### src/verilog/bsl_pkg.sv
package bsl_pkg;

    // ************************************************************
    // timing
    // ************************************************************
    localparam int unsigned CLK_PERIOD_NS = 50;
    localparam int unsigned SETTLE_NS = 1000;
    localparam int unsigned SETTLE_CYC = (SETTLE_NS + CLK_PERIOD_NS - 1) / CLK_PERIOD_NS;
    localparam logic [5:0] SETTLE_LAST = 6'(SETTLE_CYC - 1);

    // ************************************************************
    // register map
    // ************************************************************
    localparam logic [7:0] OFS_CTRL = 8'h00;
    localparam logic [7:0] OFS_STATUS = 8'h04;
    localparam logic [7:0] OFS_STRAP = 8'h08;
    localparam logic [7:0] OFS_ADV = 8'h0c;
    localparam int unsigned CTRL_PD_BIT = 0;
    localparam int unsigned CTRL_SRST_BIT = 1;
    localparam int unsigned CTRL_ANEN_BIT = 2;
    localparam int unsigned CTRL_TSEN_BIT = 3;
    localparam int unsigned STAT_PDRDY_BIT = 0;
    localparam int unsigned STAT_NEGOT_BIT = 1;
    localparam int unsigned STAT_LINK_BIT = 2;
    localparam int unsigned STAT_MASTER_BIT = 3;
    localparam int unsigned STAT_HILVL_BIT = 4;
    localparam int unsigned ADV_ROLE_BIT = 0;
    localparam int unsigned ADV_HIABLE_BIT = 1;
    localparam int unsigned ADV_HIREQ_BIT = 2;
    localparam logic CTRL_ANEN_RST = 1'b1;
    localparam logic CTRL_TSEN_RST = 1'b0;
    localparam logic ADV_HIREQ_RST = 1'b0;
    localparam logic [1:0] RESP_OKAY = 2'h0;
    localparam logic [1:0] RESP_SLVERR = 2'h2;

    // ************************************************************
    // types
    // ************************************************************
    typedef enum logic [1:0] {
        PROTO_CHUNK_PROT = 2'h0,
        PROTO_CHUNK_PLAIN = 2'h1,
        PROTO_GEN_CRC = 2'h2,
        PROTO_GEN_PLAIN = 2'h3
    } bsl_proto_t;

    // remote role advertisement, bit 0 set means master side
    typedef enum logic [1:0] {
        LP_PREFER_SLAVE = 2'h0,
        LP_PREFER_MASTER = 2'h1,
        LP_FORCE_SLAVE = 2'h2,
        LP_FORCE_MASTER = 2'h3
    } bsl_lp_role_t;

    typedef struct packed {
        logic host_protocol_strap_hi;
        logic host_protocol_strap_lo;
        logic amplitude_limit_strap;
        logic role_preference_strap;
        logic powerdown_after_reset_strap;
    } bsl_strap_t;

    typedef struct packed {
        logic valid;
        bsl_lp_role_t role;
        logic hi_able;
        logic hi_req;
    } bsl_partner_t;

    typedef struct packed {
        logic [7:0] awaddr;
        logic awvalid;
        logic [31:0] wdata;
        logic [3:0] wstrb;
        logic wvalid;
        logic bready;
        logic [7:0] araddr;
        logic arvalid;
        logic rready;
    } bsl_axil_req_t;

    typedef struct packed {
        logic awready;
        logic wready;
        logic [1:0] bresp;
        logic bvalid;
        logic arready;
        logic [31:0] rdata;
        logic [1:0] rresp;
        logic rvalid;
    } bsl_axil_rsp_t;

endpackage

### src/verilog/bsl_sync3.sv
`timescale 1ns/1ps
// three-stage pin synchroniser; a level is accepted once stages two and three agree
module bsl_sync3 #(
    parameter int unsigned W = 5
) (
    input wire logic aclk, // system clock
    input wire logic aresetn, // synchronous reset, active low
    input wire logic [W-1:0] pin_in, // asynchronous pin levels
    output logic [W-1:0] level_out // filtered level
);
    typedef struct packed {
        logic [W-1:0] ff1;
        logic [W-1:0] ff2;
        logic [W-1:0] ff3;
        logic [W-1:0] lvl;
    } bsl_sync_state_t;

    bsl_sync_state_t s_q;
    bsl_sync_state_t s_d;
    logic [W-1:0] lvl_d;

    // next state, per bit
    always_comb
    begin
        s_d = s_q;
        s_d.ff1 = pin_in;
        s_d.ff2 = s_q.ff1;
        s_d.ff3 = s_q.ff2;
        s_d.lvl = lvl_d;
    end

    // agreement filter; ff1 is seen only by ff2
    for (genvar i = 0; i < W; i++)
    begin : g_bit
        assign lvl_d[i] = (s_q.ff2[i] == s_q.ff3[i]) ? s_q.ff3[i] : s_q.lvl[i];
    end

    // state register
    always_ff @(posedge aclk)
    begin
        if (!aresetn)
            s_q <= '0;
        else
            s_q <= s_d;
    end

    assign level_out = s_q.lvl;
endmodule

### src/verilog/bsl_resolve.sv
`timescale 1ns/1ps
// role and transmit level outcome of negotiation
module bsl_resolve (
    input wire logic an_en, // negotiation enabled
    input wire logic role_pref, // 1 prefer master
    input wire logic hi_able, // local high level advertised
    input wire logic hi_req, // local high level requested
    input wire bsl_pkg::bsl_partner_t partner, // remote advertisement
    output logic role_master, // resolved role, 1 master
    output logic level_hi // resolved level, 1 high
);
    import bsl_pkg::*;

    // role: fixed by preference without negotiation, else opposite of remote side, except master when both sides prefer master
    always_comb
    begin
        if (!an_en)
            role_master = role_pref;
        else if (partner.role == LP_FORCE_MASTER || partner.role == LP_FORCE_SLAVE)
            role_master = ~partner.role[0];
        else if (!role_pref)
            role_master = ~partner.role[0];
        else
            role_master = 1'b1;
    end

    // level: both able and either side asking; without negotiation, local able and asking only
    always_comb
    begin
        if (!an_en)
            level_hi = hi_able & hi_req;
        else
            level_hi = hi_able & partner.hi_able & (hi_req | partner.hi_req);
    end
endmodule

### src/verilog/bsl_top.sv
// The AXI4-Lite slave port and the register offsets are this design's own decisions.
`timescale 1ns/1ps
// strap latch with register access and link start control
module bsl_top (
    input wire logic aclk, // 20 MHz system clock
    input wire logic aresetn, // synchronous reset, active low
    input wire bsl_pkg::bsl_axil_req_t axil_req, // register bus request side
    output bsl_pkg::bsl_axil_rsp_t axil_rsp, // register bus answer side
    input wire bsl_pkg::bsl_strap_t strap_pin_i, // strap pin levels
    input wire logic ts_src, // timestamp timer level, same clock
    output logic ts_pin_o, // timestamp timer drive on role pin
    output logic ts_pin_oe, // drive enable for role pin
    input wire bsl_pkg::bsl_partner_t partner, // remote advertisement from link
    output logic an_start, // one-cycle pulse: start negotiation
    output logic link_en, // link up attempt allowed
    output logic role_master, // 1 master, 0 slave
    output logic level_hi, // 1 high transmit level
    output bsl_pkg::bsl_proto_t proto_sel, // host protocol selection
    output logic soft_powerdown_ready, // in soft power-down
    output logic sample_done // straps latched, pins released
);
    import bsl_pkg::*;

    // ************************************************************
    // state
    // ************************************************************
    typedef enum logic [3:0] {
        ST_SAMPLE = 4'h1,
        ST_PWRDN = 4'h2,
        ST_NEGOT = 4'h4,
        ST_LINK = 4'h8
    } bsl_fsm_t;

    typedef struct packed {
        bsl_fsm_t fsm;
        logic [5:0] cnt;
        bsl_strap_t strap;
        logic soft_powerdown_ctrl;
        logic an_en;
        logic ts_en;
        logic role_pref;
        logic hi_able;
        logic hi_req;
        logic aw_have;
        logic [7:0] awaddr;
        logic w_have;
        logic [31:0] wdata;
        logic wstrb0;
        bsl_axil_rsp_t rsp;
        logic role_master;
        logic level_hi;
        logic an_start;
        logic link_en;
        bsl_proto_t proto;
        logic pd_rdy;
        logic done;
        logic ts_o;
        logic ts_oe;
    } bsl_state_t;

    localparam bsl_state_t RESET_STATE = '{
        fsm: ST_SAMPLE,
        an_en: CTRL_ANEN_RST,
        ts_en: CTRL_TSEN_RST,
        hi_req: ADV_HIREQ_RST,
        rsp: '{awready: 1'b1, wready: 1'b1, arready: 1'b1, default: '0},
        proto: PROTO_CHUNK_PROT,
        default: '0
    };

    bsl_state_t s_q;
    bsl_state_t s_d;
    bsl_strap_t strap_lvl;
    logic res_master;
    logic res_hi;
    logic wr_fire;
    logic in_sample;

    // decode of mapped word offsets, shared by read and write
    function automatic logic is_mapped(input logic [7:0] addr);
        is_mapped = (addr == OFS_CTRL) || (addr == OFS_STATUS) ||
                    (addr == OFS_STRAP) || (addr == OFS_ADV);
    endfunction

    // read data for a mapped offset
    function automatic logic [31:0] read_word(input bsl_state_t st, input logic [7:0] addr);
        logic [31:0] w;
        w = 32'h0;
        unique case (addr)
            OFS_CTRL:
            begin
                w[CTRL_PD_BIT] = st.soft_powerdown_ctrl;
                w[CTRL_ANEN_BIT] = st.an_en;
                w[CTRL_TSEN_BIT] = st.ts_en;
            end
            OFS_STATUS:
            begin
                w[STAT_PDRDY_BIT] = st.pd_rdy;
                w[STAT_NEGOT_BIT] = (st.fsm == ST_NEGOT);
                w[STAT_LINK_BIT] = st.link_en;
                w[STAT_MASTER_BIT] = st.role_master;
                w[STAT_HILVL_BIT] = st.level_hi;
            end
            OFS_STRAP:
                w = {27'h0, st.strap};
            OFS_ADV:
            begin
                w[ADV_ROLE_BIT] = st.role_pref;
                w[ADV_HIABLE_BIT] = st.hi_able;
                w[ADV_HIREQ_BIT] = st.hi_req;
            end
            default:
                w = 32'h0;
        endcase
        return w;
    endfunction

    // ************************************************************
    // pin filter and negotiation outcome
    // ************************************************************
    bsl_sync3 #(
        .W(5)
    ) u_sync (
        .aclk(aclk),
        .aresetn(aresetn),
        .pin_in(strap_pin_i),
        .level_out(strap_lvl)
    );

    bsl_resolve u_resolve (
        .an_en(s_q.an_en),
        .role_pref(s_q.role_pref),
        .hi_able(s_q.hi_able),
        .hi_req(s_q.hi_req),
        .partner(partner),
        .role_master(res_master),
        .level_hi(res_hi)
    );

    assign in_sample = (s_q.fsm == ST_SAMPLE);

    // ************************************************************
    // next state
    // ************************************************************
    always_comb
    begin
        s_d = s_q;
        s_d.an_start = 1'b0;
        wr_fire = 1'b0;

        // write address and data taken independently
        if (axil_req.awvalid && s_q.rsp.awready)
        begin
            s_d.aw_have = 1'b1;
            s_d.awaddr = axil_req.awaddr;
            s_d.rsp.awready = 1'b0;
        end
        if (axil_req.wvalid && s_q.rsp.wready)
        begin
            s_d.w_have = 1'b1;
            s_d.wdata = axil_req.wdata;
            s_d.wstrb0 = axil_req.wstrb[0];
            s_d.rsp.wready = 1'b0;
        end
        if (s_q.rsp.bvalid && axil_req.bready)
        begin
            s_d.rsp.bvalid = 1'b0;
            s_d.rsp.awready = 1'b1;
            s_d.rsp.wready = 1'b1;
        end
        if (s_d.aw_have && s_d.w_have && !s_q.rsp.bvalid)
        begin
            wr_fire = 1'b1;
            s_d.aw_have = 1'b0;
            s_d.w_have = 1'b0;
            s_d.rsp.bvalid = 1'b1;
            s_d.rsp.bresp = is_mapped(s_d.awaddr) ? RESP_OKAY : RESP_SLVERR;
        end

        // read channel, answered on the same edge that takes the address
        if (s_q.rsp.rvalid && axil_req.rready)
        begin
            s_d.rsp.rvalid = 1'b0;
            s_d.rsp.arready = 1'b1;
        end
        if (axil_req.arvalid && s_q.rsp.arready)
        begin
            s_d.rsp.arready = 1'b0;
            s_d.rsp.rvalid = 1'b1;
            s_d.rsp.rdata = read_word(s_q, axil_req.araddr);
            s_d.rsp.rresp = is_mapped(axil_req.araddr) ? RESP_OKAY : RESP_SLVERR;
        end

        // software overrides, accepted only once sampling is over
        if (wr_fire && s_d.wstrb0 && !in_sample)
        begin
            if (s_d.awaddr == OFS_CTRL)
            begin
                s_d.soft_powerdown_ctrl = s_d.wdata[CTRL_PD_BIT];
                s_d.an_en = s_d.wdata[CTRL_ANEN_BIT];
                s_d.ts_en = s_d.wdata[CTRL_TSEN_BIT];
            end
            if (s_d.awaddr == OFS_ADV)
            begin
                s_d.role_pref = s_d.wdata[ADV_ROLE_BIT];
                s_d.hi_able = s_d.wdata[ADV_HIABLE_BIT] & ~s_q.strap.amplitude_limit_strap;
                s_d.hi_req = s_d.wdata[ADV_HIREQ_BIT];
            end
        end

        // sequencing
        unique case (s_q.fsm)
            ST_SAMPLE:
            begin
                s_d.link_en = 1'b0;
                s_d.level_hi = 1'b0;
                s_d.cnt = s_q.cnt + 6'h1;
                if (s_q.cnt == SETTLE_LAST)
                begin
                    // latch once; open pins read low through the pull-downs
                    s_d.strap = strap_lvl;
                    s_d.soft_powerdown_ctrl = ~strap_lvl.powerdown_after_reset_strap;
                    s_d.role_pref = strap_lvl.role_preference_strap;
                    s_d.hi_able = ~strap_lvl.amplitude_limit_strap;
                    s_d.hi_req = ADV_HIREQ_RST;
                    s_d.an_en = CTRL_ANEN_RST;
                    s_d.proto = bsl_proto_t'({strap_lvl.host_protocol_strap_hi,
                                              strap_lvl.host_protocol_strap_lo});
                    s_d.cnt = 6'h0;
                    if (strap_lvl.powerdown_after_reset_strap)
                    begin
                        s_d.fsm = ST_NEGOT;
                        s_d.an_start = 1'b1;
                    end
                    else
                        s_d.fsm = ST_PWRDN;
                end
            end
            ST_PWRDN:
            begin
                s_d.link_en = 1'b0;
                if (!s_d.soft_powerdown_ctrl)
                begin
                    s_d.fsm = ST_NEGOT;
                    s_d.an_start = 1'b1;
                end
            end
            ST_NEGOT:
            begin
                if (s_d.soft_powerdown_ctrl)
                    s_d.fsm = ST_PWRDN;
                else if (!s_q.an_en || partner.valid)
                begin
                    s_d.fsm = ST_LINK;
                    s_d.role_master = res_master;
                    s_d.level_hi = res_hi;
                    s_d.link_en = 1'b1;
                end
            end
            ST_LINK:
            begin
                if (s_d.soft_powerdown_ctrl)
                begin
                    s_d.fsm = ST_PWRDN;
                    s_d.link_en = 1'b0;
                end
            end
            default:
            begin
                s_d.fsm = ST_SAMPLE;
                s_d.cnt = 6'h0;
            end
        endcase

        // software reset restarts sampling and wins over the sequencer
        if (wr_fire && s_d.wstrb0 && !in_sample && s_d.awaddr == OFS_CTRL &&
            s_d.wdata[CTRL_SRST_BIT])
        begin
            s_d.fsm = ST_SAMPLE;
            s_d.cnt = 6'h0;
            s_d.link_en = 1'b0;
            s_d.an_start = 1'b0;
        end

        // derived outputs; role pin left undriven while being sampled
        s_d.pd_rdy = (s_d.fsm == ST_PWRDN);
        s_d.done = (s_d.fsm != ST_SAMPLE);
        s_d.ts_oe = s_d.done && s_d.ts_en;
        s_d.ts_o = ts_src;
    end

    // state register
    always_ff @(posedge aclk)
    begin
        if (!aresetn)
            s_q <= RESET_STATE;
        else
            s_q <= s_d;
    end

    // ************************************************************
    // outputs
    // ************************************************************
    assign axil_rsp = s_q.rsp;
    assign ts_pin_o = s_q.ts_o;
    assign ts_pin_oe = s_q.ts_oe;
    assign an_start = s_q.an_start;
    assign link_en = s_q.link_en;
    assign role_master = s_q.role_master;
    assign level_hi = s_q.level_hi;
    assign proto_sel = s_q.proto;
    assign soft_powerdown_ready = s_q.pd_rdy;
    assign sample_done = s_q.done;
endmodule

### config.mk
export PLATFORM = sky130hd
export DESIGN_NAME = bsl_top
export DESIGN_NICKNAME = d
export VERILOG_FILES = /design/src/verilog/bsl_pkg.sv /design/src/verilog/bsl_sync3.sv /design/src/verilog/bsl_resolve.sv /design/src/verilog/bsl_top.sv
export SDC_FILE = /design/constraint.sdc
export NUM_CORES = 1
export LEC_CHECK = 0
export BUFFER_PORTS_ARGS = -buffer_cell sky130_fd_sc_hd__buf_2
export CAP_MARGIN = 20
export CORE_ASPECT_RATIO = 2
export CORE_UTILIZATION = 50
export DETAILED_ROUTE_END_ITERATION = 7
export MAX_ROUTING_LAYER = met4
export PLACE_DENSITY = 0.77
export SKIP_LAST_GASP = 1
export SLEW_MARGIN = 15
export SYNTH_ARGS = -nofsm -noshare
export SYNTH_HDL_FRONTEND = slang
export SYNTH_SLANG_ARGS = --single-unit
### constraint.sdc
create_clock -name aclk -period 2.5 [get_ports aclk]
set_clock_uncertainty 0.1 [all_clocks]
set_input_delay 0.25 -clock aclk [delete_from_list [all_inputs] [get_ports aclk]]
set_output_delay 0.25 -clock aclk [all_outputs]
set_load 0.01 [all_outputs]
## Word-level counts from Yosys, hierarchy flattened

Index checks and enable logic that the tools add are counted.

| storage, ports and cells | value |
|---|---|
| register bits | 108 |

| cells by class | value |
|---|---|
| bitwise gates (word level) | 11 |
| add/subtract/negate cells | 1 |
| equal/unequal tests | 23 |
| muxes and demuxes | 45 |
| reductions and logical operators | 38 |

Operators with widths:

| operator | number |
|---|---|
| 36-bit 2-to-1 mux | 1 |
| 34-bit 2-to-1 mux | 1 |
| 8-bit by 4-bit equality test with 1-bit output, second input constant | 4 |
| 1-bit 2-to-1 mux | 17 |
| 17-bit 2-to-1 mux | 1 |
| 8-bit by 3-bit equality test with 1-bit output, second input constant | 2 |
| 8-bit zero test | 2 |
| 4-bit 2-to-1 mux | 4 |
| 4-bit case mux with 4 select lines | 1 |
| 3-bit 2-to-1 mux | 5 |
| 1-bit logical AND | 12 |
| 6-bit case mux with 2 select lines | 1 |
| 10-bit 2-to-1 mux | 1 |
| 9-bit 2-to-1 mux | 1 |
| 1-bit case mux with 3 select lines | 3 |
| 4-bit by 2-bit equality test with 1-bit output, second input constant | 2 |
| 1-bit logical OR | 8 |
| 1-bit case mux with 4 select lines | 2 |
| 2-bit OR reduction | 4 |
| 6-bit by 1-bit adder with 6-bit output, second input constant | 1 |
| 6-bit by 5-bit equality test with 1-bit output, second input constant | 1 |
| 2-bit 2-to-1 mux | 3 |
| 6-bit 2-to-1 mux | 1 |
| 1-bit inverter | 6 |
| 18 further kinds | 34 |

## Logic depth before layout (Yosys ltp)

Gate-level depths: netlist (run 1).

| logic depth | value |
|---|---|
| depth after elaboration | 13 |
| mapped depth | 8 |
| gate-level depth less buffers | 6 |

## By module

A second synthesis (run 1) with hierarchy kept.

| second synthesis, totals | value |
|---|---|
| cells, all modules | 398 |
| area, all modules | 3616.0 um^2 |

By module, submodules not included:

| module | area each (um^2) | cells an instance | instances |
|---|---|---|---|
| bsl_top | 2930.3 | 335 | 1 |
| bsl_sync3 | 644.4 | 57 | 1 |
| bsl_resolve | 41.3 | 6 | 1 |

## Worst setup path before layout (run 1)

Ideal clock, no wire load.

| timing | value |
|---|---|
| path kind | register to register |
| from | register s_q, in the netlist axil_rsp[40] |
| to | register s_q[99] (netlist name) |
| data required time | 2284 ps |
| path buffers | 1 |
| clock period less this slack | 2048 ps |
| setup time | 116 ps |
| path slack | 452 ps |
| data arrival time | 1832 ps |
| cell stages (with the launch flop) | 7 |
| cells stage by stage | dfxtp_1 > and2_1 > buf_2 > nand3_1 > a211oi_4 > mux2_2 > a31o_2 |

| on the way | value |
|---|---|
| word-level cells in the longest chain between the ends | 10 |
| elaborated cells between the ends (all ways) | 12 |
| classes of those cells | mux: 6; reduce/logical: 6 |

RTL lines:

| element | line | source |
|---|---|---|
| start, declared | bsl_top.sv:71 | `bsl_state_t s_q;` |
| start signal, assigned | bsl_top.sv:296 | `s_q <= RESET_STATE;` |
| start signal, assigned | bsl_top.sv:298 | `s_q <= s_d;` |
| 1-bit logical AND * | bsl_top.sv:152 | `if (axil_req.awvalid && s_q.rsp.awready)` |
| 9-bit 2-to-1 mux * | bsl_top.sv:152 |  |
| 1-bit logical AND (2 in series) | bsl_top.sv:171 | `if (s_d.aw_have && s_d.w_have && !s_q.rsp.bvalid)` |
| 1-bit 2-to-1 mux | bsl_top.sv:171 |  |
| 1-bit logical AND (2 in series) | bsl_top.sv:195 | `if (wr_fire && s_d.wstrb0 && !in_sample)` |
| 6-bit 2-to-1 mux * | bsl_top.sv:195 |  |
| 17-bit 2-to-1 mux | bsl_top.sv:218 | `if (s_q.cnt == SETTLE_LAST)` |
| 2-bit 2-to-1 mux * | bsl_top.sv:212 | `unique case (s_q.fsm)` |

Every way passes the cells marked *; elsewhere a longest branch is shown, timed or not.
A chain may end at the register's enable or synchronous reset.

## Final worst setup path (run 1)

| timing | value |
|---|---|
| from | register s_q, in the netlist axil_rsp[40] |
| to | register s_q, in the netlist level_hi |

| on the way | value |
|---|---|
| word-level cells in the longest chain between the ends | 10 |
| elaborated cells between the ends (all ways) | 12 |
| classes of those cells | eq/ne: 1; mux: 4; reduce/logical: 7 |

RTL lines:

| element | line |
|---|---|
| 1-bit logical AND * | bsl_top.sv:152 |
| 9-bit 2-to-1 mux * | bsl_top.sv:152 |
| 1-bit logical AND (2 in series) | bsl_top.sv:171 |
| 1-bit 2-to-1 mux | bsl_top.sv:171 |
| 1-bit logical AND (2 in series) | bsl_top.sv:195 |
| 6-bit 2-to-1 mux * | bsl_top.sv:195 |
| 2-bit inequality test (no source line) * | n/a |
| 3-bit AND reduction (no source line) * | n/a |

Marked as above.

==> impl_metrics.py, run 1 <==
metrics = {
    "worst_setup_path": {
        "crit_buf_inv": 1,
        "end_kind": "register",
        "cp_slowest_cell": "or3_1",
        "path_class": "reg2reg",
        "cp_data_arrival_time_ns": 2.50,
        "critPathMaxStageDelay_ns": 0.46,
        "cp_max_fo": 9,
        "cp-start-kind": "register",
        "path_cells": "a21oi_1 -> or3_1 -> a211oi_4 -> buf_4 -> mux2i_2 -> mux2i_1",
        "critPathRequiredTime_ns": 2.66,
        "cp_top_family": "compound AO/OA/AOI/OAI gates",
    },
    "placed_design": {
        "dp_hpwl_um": 5430,
        "place_area_mm2": 0.00375,
        "port_buffers": 60,
        "place_congestion": 0.868,
    },
    "timing": {
        "rsz0062_at_grt": "false",
        "tns_ns": 0,
        "drv_slew": 0,
        "post-route-min-period_ns": 2.34,
        "final-setup-viol-count": 0,
        "slew-limit-headroom": 0.570,
        "period_share": 0.936,
        "fmax_mhz": 428,
        "tightest_slew_ns": 0.636,
        "hold_violations": 0,
    },
    "clock_network": {
        "htreeDepth": 3,
        "insertion_delay_ns": 0.33,
        "clockBufferDepth": 2,
        "post_cts_resized": 0,
        "clockRootBuffer": "clkbuf_16",
        "post_cts_buffers": 0,
        "numClockSinks": 76,
        "cts_tree": "done",
        "cts.clk_slew.worst_paths_ns": 0.06,
        "cts_hold_buf": 0,
        "cts_buffers": 9,
    },
    "cells_and_area": {
        "design_area_mm2": 0.00410,
        "syn2layout_area_growth_pct": 15.4,
        "diodes": 0,
        "nFillCells": 619,
        "layout.nets": 509,
        "ff_latch_area_mm2": 0.00152,
        "multi_input_area_mm2": 0.00172,
        "drive_gt1_frac": 0.242,
    },
    "die": {
        "pin_count": 121,
        "die_y_um": 121,
        "die_w_um": 61.6,
        "num_rows": 43,
        "initial_utilization": 0.516,
        "die_area_mm2": 0.00747,
        "core_area_mm2": 0.00689,
    },
    "power_and_ir_drop": {
        "pwr-share-comb": 0.074,
        "seq_power_share": 0.426,
        "p_leak_nw": 1.74,
        "power_density_mw_per_mm2": 730,
        "cell_internal_pwr_w": 0.00235,
        "p_sw_frac": 0.216,
        "vdd.ir_drop.worst_uv": 741,
        "p_sw_w": 0.000648,
        "clockPowerShare": 0.500,
    },
    "global_routing": {
        "grt_overflow": 0,
        "antenna_found_initial": 0,
        "grt_usage": 0.226,
        "grt_pass1_wl_um": 11900,
        "grt_max_degree": 35,
        "grt_pass1_vias": 2693,
    },
    "drt": {
        "ant_nets": 0,
        "drt_pass1_iterations": 4,
        "drt_iter0_drc": 102,
        "post-route-drc-count": 0,
        "wire_per_inst_um": 13.7,
        "routed_wirelength_um": 7280,
        "num_vias": 2797,
        "via_per_inst": 5.25,
    },
    "synthesis": {
        "ys_ff_latch": 76,
        "synth_warnings": 0,
        "ys_types": 58,
        "synth_edf_count": 0,
        "syn_avg_cell_area_um2": 9.23,
        "synthesis.area_mm2": 0.00355,
        "synth.most_common_cell": "dfxtp_1",
        "synthTopCellsByCount": "dfxtp_1, nand2_1, buf_4",
        "synth_seq_area_share": 0.428,
        "synthArstFlopShare": 0,
        "yosys_most_used_dff": "dfxtp_1",
        "netlist_instances": 385,
        "yosysTopAreaCell": "dfxtp_1",
        "synth_area_leaders": "dfxtp_1, buf_4, a21boi_0, nand2_1, and2_1",
        "yosys.area.top_type_share": 0.428,
    },
    "hold_path": {
        "hold_class": "in2reg",
    },
    "run": {
        "drv_cap": 0,
    },
    "run_status": {
        "status": "finished, final reports clean",
    },
}
[layout make-up]
| type | instances | share of cell area |
|---|---|---|
| clock buffer | 10 | 0.0583 |
| clock inverter | 6 | 0.0272 |
| inverter | 5 | 0.00458 |
| multi-input combinational | 275 | 0.418 |
| sequential | 76 | 0.371 |
| tap | 90 | 0.0275 |
| timing repair buffer | 71 | 0.0933 |
[metal layers]
layer | up-vias | part of all wire | global-route usage
met5 | - | 0 | -
met4 | 0 | 0.034 | 0.131
met3 | 19 | 0.041 | 0.0693
met2 | 79 | 0.57 | 0.394
met1 | 1316 | 0.36 | 0.203
li1 | 1383 | - | -
[power groups by stage]
stage | combinational, W | sequential, W | clock [W]
2_1_floorplan | 0.000185 | 0.00130 | 0
3_3_place_gp | 0.000215 | 0.00130 | 0
3_5_place_dp | 0.000220 | 0.00130 | 0
4_1_cts | 0.000222 | 0.00128 | 0.00152
5_1_grt | 0.000246 | 0.00128 | 0.00159
6_report | 0.000221 | 0.00128 | 0.00150
[flip-flops by register name, summed over array words and instances (netlist names)]
| name | cells |
|---|---|
| ts_pin_oe | 1 |
| proto_sel | 1 |
| axil_rsp | 12 |
| role_master | 1 |
| s_q | 35 |
| link_en | 1 |
| soft_powerdown_ready | 1 |
| u_sync.s_q | 5 |
| u_sync.level_out | 5 |
| ts_pin_o | 1 |
| an_start | 1 |
| sample_done | 1 |
| u_sync.s_d | 10 |
| level_hi | 1 |
[cells in the final DEF, fill, tap and decap left out, drive strengths merged, types with 3 or more instances in the layout]
| master | instances |
|---|---|
| buf | 71 |
| mux2 | 4 |
| nand2 | 45 |
| or3 | 3 |
| nor3 | 3 |
| a21oi | 9 |
| conb | 29 |
| dfxtp | 76 |
| o21ai | 21 |
| inv | 5 |
| nand3 | 9 |
| nor4 | 5 |
| mux2i | 10 |
| a21boi | 24 |
| a31oi | 5 |
| nor2b | 12 |
| a22oi | 7 |
| bufinv | 3 |
| clkbuf | 10 |
| nor2 | 21 |
| nand2b | 3 |
| nor3b | 3 |
| nand3b | 3 |
| and2 | 22 |
| a211oi | 5 |
[stage by stage]
stage               hold WS [ns]  utilization  power (W)  std cells  setup slack (ns)
global route              0.0139        0.596    0.00311        533            0.0154
detailed placement         0.319        0.545    0.00152        517             0.205
floorplan                  0.250            -    0.00148        413             0.452
CTS                      0.00845        0.596    0.00302        533             0.183
global placement           0.313        0.545    0.00152        517             0.273
finish                    0.0227        0.596    0.00299        533             0.161
[kinds of logic (layout without fill, tap and decap cells)]
group / Yosys count / count (layout) / share of synthesized area
flip-flops: 76 / 76 / 0.428
multiplexers: 16 / 16 / 0.0546
XOR/XNOR: 2 / 2 / 0.00493
buffers and inverters: 62 / 92 / 0.119
AND/OR/NAND/NOR: 137 / 137 / 0.199
AO/OA/AOI/OAI: 90 / 90 / 0.190
other: 1 / 29 / 0.00105
adder cells (fa/ha/maj): 1 / 1 / 0.00352
[worst paths after layout]
path | slack, ns | from | to | cells after the start
worst min-delay path | 0.02 | strap_pin_i[2] | u_sync.s_d[12] | 2
worst max register to register | 0.16 | axil_rsp[40] | level_hi | 6
worst min register to register | 0.32 | u_sync.s_d[13] | u_sync.s_d[8] | 1
worst max-delay path | 0.16 | axil_rsp[40] | level_hi | 6
(Power assumes the default switching activity.)
==> run 2: changes to the inputs <==
--- a/config.mk
+++ b/config.mk
@@ -10,7 +10,6 @@
 export CORE_ASPECT_RATIO = 2
 export CORE_UTILIZATION = 50
 export DETAILED_ROUTE_END_ITERATION = 7
-export MAX_ROUTING_LAYER = met4
 export PLACE_DENSITY = 0.77
 export SKIP_LAST_GASP = 1
 export SLEW_MARGIN = 15
==> run 2 against run 1 <==
  * First-iteration DRC count down 5.9%
  * Core utilization unchanged
  * Global-route usage down 0.59 points
  * Critical path depth unchanged
  * Power about the same
  * Combinational power about the same
  * Hold slack about the same
  * Largest power group unchanged
  * Highest routed layer unchanged
==> impl_metrics.py, run 2 (same netlist as run 1, synthesis figures left out) <==
metrics = {
    "power_and_ir_drop": {
        "vdd.ir_drop.worst_uv": 741,
        "cell_internal_pwr_w": 0.00235,
        "pwr-share-comb": 0.074,
        "p_sw_frac": 0.216,
        "power_density_mw_per_mm2": 730,
        "p_sw_w": 0.000647,
        "clockPowerShare": 0.500,
        "p_leak_nw": 1.74,
        "seq_power_share": 0.426,
    },
    "placed_design": {
        "port_buffers": 60,
        "place_congestion": 0.854,
        "placedCellCount": 517,
        "dp_hpwl_um": 5430,
        "place_area_mm2": 0.00375,
    },
    "cells_and_area": {
        "post-route-util": 0.596,
        "largest_reg_flops": 35,
        "layout_commonest_cell": "dfxtp_1",
        "final_cell_mix": "dfxtp_1, buf_2, nand2_1",
        "layout.cells.non_filler": 533,
        "syn2layout_area_growth_pct": 15.4,
        "regMostFlops": "s_q",
        "drive_gt1_frac": 0.242,
        "nFillCells": 619,
        "design_area_mm2": 0.00410,
        "layout.nets": 509,
        "diodes": 0,
    },
    "timing": {
        "tightest_slew_ns": 0.644,
        "fmax_mhz": 430,
        "drv_slew": 0,
        "final-setup-viol-count": 0,
        "slew-limit-headroom": 0.565,
        "rsz0062_at_grt": "false",
        "tns_ns": 0,
        "hold_violations": 0,
        "period_share": 0.929,
        "post-route-min-period_ns": 2.32,
    },
    "global_routing": {
        "grt_pass1_wl_um": 11900,
        "grt_util_met3": 0.0693,
        "grt_overflow": 0,
        "grt_pass1_vias": 2693,
        "globalRouteMet1Util": 0.202,
        "grt_usage": 0.220,
        "antenna_found_initial": 0,
        "busiest_layer": "met2",
        "gr-usage-met2": 0.394,
        "grt_max_degree": 35,
    },
    "worst_setup_path": {
        "critPathMaxStageDelay_ns": 0.46,
        "end_kind": "register",
        "cp_data_arrival_time_ns": 2.49,
        "cp-startpoint": "axil_rsp[40]",
        "cp_max_fo": 9,
        "reg2reg_from": "axil_rsp[40]",
        "path_cells": "a21oi_1 -> or3_1 -> a211oi_4 -> buf_4 -> mux2i_2 -> mux2i_1",
        "cp_slowest_cell": "or3_1",
        "crit_buf_inv": 1,
        "cp_top_family": "compound AO/OA/AOI/OAI gates",
        "path_class": "reg2reg",
        "critPathRequiredTime_ns": 2.66,
        "cp-start-kind": "register",
    },
    "run_status": {
        "status": "finished, final reports clean",
    },
    "drt": {
        "post-route-drc-count": 0,
        "num_vias": 2795,
        "drt_iter0_drc": 96,
        "ant_nets": 0,
        "via_per_inst": 5.24,
        "wire_per_inst_um": 13.6,
        "routed_wirelength_um": 7270,
        "drt_pass1_iterations": 4,
    },
    "die": {
        "die_w_um": 61.6,
        "die_area_mm2": 0.00747,
        "num_rows": 43,
        "core_area_mm2": 0.00689,
        "die_y_um": 121,
        "pin_count": 121,
        "initial_utilization": 0.516,
    },
    "run": {
        "drv_cap": 0,
    },
    "clock_network": {
        "cts_tree": "done",
        "cts_buffers": 9,
        "cts.clk_slew.worst_paths_ns": 0.06,
        "clockRootBuffer": "clkbuf_16",
        "numClockSinks": 76,
        "htreeDepth": 3,
        "clockBufferDepth": 2,
        "post_cts_buffers": 0,
        "insertion_delay_ns": 0.33,
    },
    "hold_path": {
        "hp-start": "strap_pin_i[2]",
        "hold_class": "in2reg",
    },
}
-- run 2: power groups by stage --
| stage | Clock, W | Combinational, W | Sequential, W |
|---|---|---|---|
| after detailed placement | 0 | 0.000220 | 0.00130 |
| after floorplan | 0 | 0.000185 | 0.00130 |
| final | 0.00150 | 0.000220 | 0.00128 |
| after global placement | 0 | 0.000215 | 0.00130 |
| after global routing | 0.00159 | 0.000246 | 0.00128 |
| after CTS | 0.00152 | 0.000222 | 0.00128 |
-- run 2: stage by stage --
step           power (W)  setup WS, ns  hold slack (ns)
2_1_floorplan    0.00148         0.452            0.250
3_3_place_gp     0.00152         0.273            0.313
3_5_place_dp     0.00152         0.205            0.319
4_1_cts          0.00302         0.183          0.00845
5_1_grt          0.00311        0.0154           0.0138
6_report         0.00299         0.176           0.0230
-- run 2: timing repair --
| item | 4_1_cts | 5_1_grt |
|---|---|---|
| endpoints found under the setup margin | 0 | 1 |
| hold buffers | 0 | 0 |
| resized for setup | 0 | 1 |
-- run 2: routing by layer --
metal,vias to the layer above,share of wire
met5,-,0
met4,0,0.044
met3,24,0.042
met2,86,0.56
met1,1303,0.35
li1,1382,-
-- run 2: final cells by class --
class	instances	area [um2]	area share
multi-input cells	275	1720	0.418
well taps	90	113	0.0275
clock buffers	10	239	0.0583
clock inverters	6	111	0.0272
repair buffers	71	383	0.0933
inverters	5	18.8	0.00458
flip-flops and latches	76	1520	0.371
-- run 2: final timing paths --
check | end | slack (ns) | depth (start not counted)
max | level_hi | 0.18 | 6
min | u_sync.s_d[12] | 0.02 | 2
max reg2reg | level_hi | 0.18 | 6
min reg2reg | u_sync.s_d[8] | 0.32 | 1
==> run 3: changes to the inputs <==
==> constraint.sdc (replaced) <==
create_clock -name aclk -period 2.6 [get_ports aclk]
set_clock_uncertainty 0.1 [all_clocks]
set_input_delay 0.13 -clock aclk [delete_from_list [all_inputs] [get_ports aclk]]
set_output_delay 0.13 -clock aclk [all_outputs]
set_load 0.01 [all_outputs]
==> run 3 against run 2 <==
  * First-iteration DRC count rose by 48%
  * Via count increased by 2.2%
  * Die area unchanged
  * Core utilization grew 2.1 points
  * Hold slack lost 0.011 ns
  * Critical path type is now in2reg
  * Critical endpoint unchanged
==> impl_metrics.py, run 3 (same netlist as run 1, synthesis figures left out) <==
metrics = {
    "cells_and_area": {
        "regMostFlops": "s_q",
        "layout.nets": 526,
        "final_cell_mix": "dfxtp_1, buf_2, nand2_1",
        "post-route-util": 0.617,
        "layout_commonest_cell": "dfxtp_1",
        "layout.cells.non_filler": 550,
        "syn2layout_area_growth_pct": 19.5,
        "diodes": 0,
        "largest_reg_flops": 35,
        "drive_gt1_frac": 0.222,
    },
    "timing": {
        "tns_ns": 0,
        "tightest_slew_ns": 0.559,
        "slew-limit-headroom": 0.622,
        "drv_slew": 0,
        "holdWs_ns": 0.0121,
        "final-setup-viol-count": 0,
        "post-route-min-period_ns": 2.40,
        "period_share": 0.923,
        "fmax_mhz": 417,
        "rsz0062_at_grt": "false",
        "hold_violations": 0,
    },
    "global_routing": {
        "grt_overflow": 0,
        "grt_max_degree": 58,
        "gr-usage-met2": 0.405,
        "busiest_layer": "met2",
        "grt_util_met3": 0.0640,
        "grt_usage": 0.222,
        "grt_pass1_wl_um": 12100,
        "grt_pass1_vias": 2711,
        "globalRouteMet1Util": 0.218,
        "antenna_found_initial": 0,
    },
    "drt": {
        "drt_pass1_iterations": 4,
        "via_per_inst": 5.19,
        "post-route-drc-count": 0,
        "routed_wirelength_um": 7590,
        "drt_iter0_drc": 142,
        "wire_per_inst_um": 13.8,
        "num_vias": 2856,
        "ant_nets": 0,
    },
    "clock_network": {
        "post_cts_buffers": 0,
        "insertion_delay_ns": 0.33,
        "htreeDepth": 3,
        "clockBufferDepth": 2,
        "clockRootBuffer": "clkbuf_16",
        "numClockSinks": 76,
        "cts_tree": "done",
        "cts.clk_slew.worst_paths_ns": 0.05,
        "cts_buffers": 9,
    },
    "die": {
        "die_y_um": 121,
        "initial_utilization": 0.516,
        "die_w_um": 61.6,
        "core_area_mm2": 0.00689,
        "num_rows": 43,
        "pin_count": 121,
        "die_area_mm2": 0.00747,
    },
    "power_and_ir_drop": {
        "power.total_w": 0.00278,
        "p_leak_nw": 1.79,
        "vdd.ir_drop.worst_uv": 358,
        "power_density_mw_per_mm2": 653,
    },
    "placed_design": {
        "place_congestion": 0.869,
        "dp_hpwl_um": 5410,
        "port_buffers": 60,
        "placedCellCount": 513,
    },
    "hold_path": {
        "hold_class": "in2reg",
    },
    "run": {
        "drv_cap": 0,
    },
    "worst_setup_path": {
        "path_class": "in2reg",
        "cp_max_fo": 9,
        "end_kind": "register",
        "cp_data_arrival_time_ns": 2.56,
        "cp-start-kind": "input port",
        "critPathRequiredTime_ns": 2.76,
    },
    "run_status": {
        "status": "finished, final reports clean",
    },
}
-- run 3: path summary, 6_finish.rpt --
check                                 endpoint  depth (start not counted)            from  slack (ns)
worst max-delay path                  level_hi                          8    axil_req[48]        0.20
worst min-delay path            u_sync.s_d[14]                          2         aresetn        0.01
worst max register to register        level_hi                          6    axil_rsp[40]        0.27
worst min register to register   u_sync.s_d[8]                          1  u_sync.s_d[13]        0.33
-- run 3: worst max-delay path: stages --
cell and delay (ns):
dlygate4sd3_1 0.53, buf_2 0.16, a211oi_1 0.48, o221ai_4 0.17, a211oi_4 0.37, buf_4 0.23
mux2i_2 0.29, mux2i_1 0.20
-- run 3: report_power, final --
group | internal (W) | switching (W)
sequential | 0.00120 | 0.0000237
combinational | 0.000107 | 0.000127
clock | 0.000860 | 0.000453
total | 0.00217 | 0.000603
-- run 3: per-stage QoR --
| stage | cell area, um2 | worst slack (ns) |
|---|---|---|
| floorplan | 3660 | 0.552 |
| global placement | 3720 | 0.355 |
| detailed placement | 3720 | 0.289 |
| CTS | 4250 | 0.195 |
| global route | 4250 | 0.0179 |
| finish | 4250 | 0.200 |
-- run 3: routing by layer --
layer	wire length (um)	up-vias
met5	0	-
met4	161	0
met3	281	13
met2	4400	89
met1	2750	1339
li1	-	1415
-- run 3: area by class of cell --
cell class | instances | area [um2]
tap | 90 | 113
fill | 593 | 2640
multi-input combinational | 275 | 1720
inverter | 5 | 18.8
clock inverter | 5 | 75.1
timing repair buffer | 88 | 563
clock buffer | 11 | 243
sequential | 76 | 1520
-- run 3: what timing repair did --
item / 4_1_cts / 5_1_grt
endpoints found under the hold margin: 19 / 0
hold buffers: 21 / 0
gates resized for setup: 0 / 0
setup endpoints to repair: 0 / 0
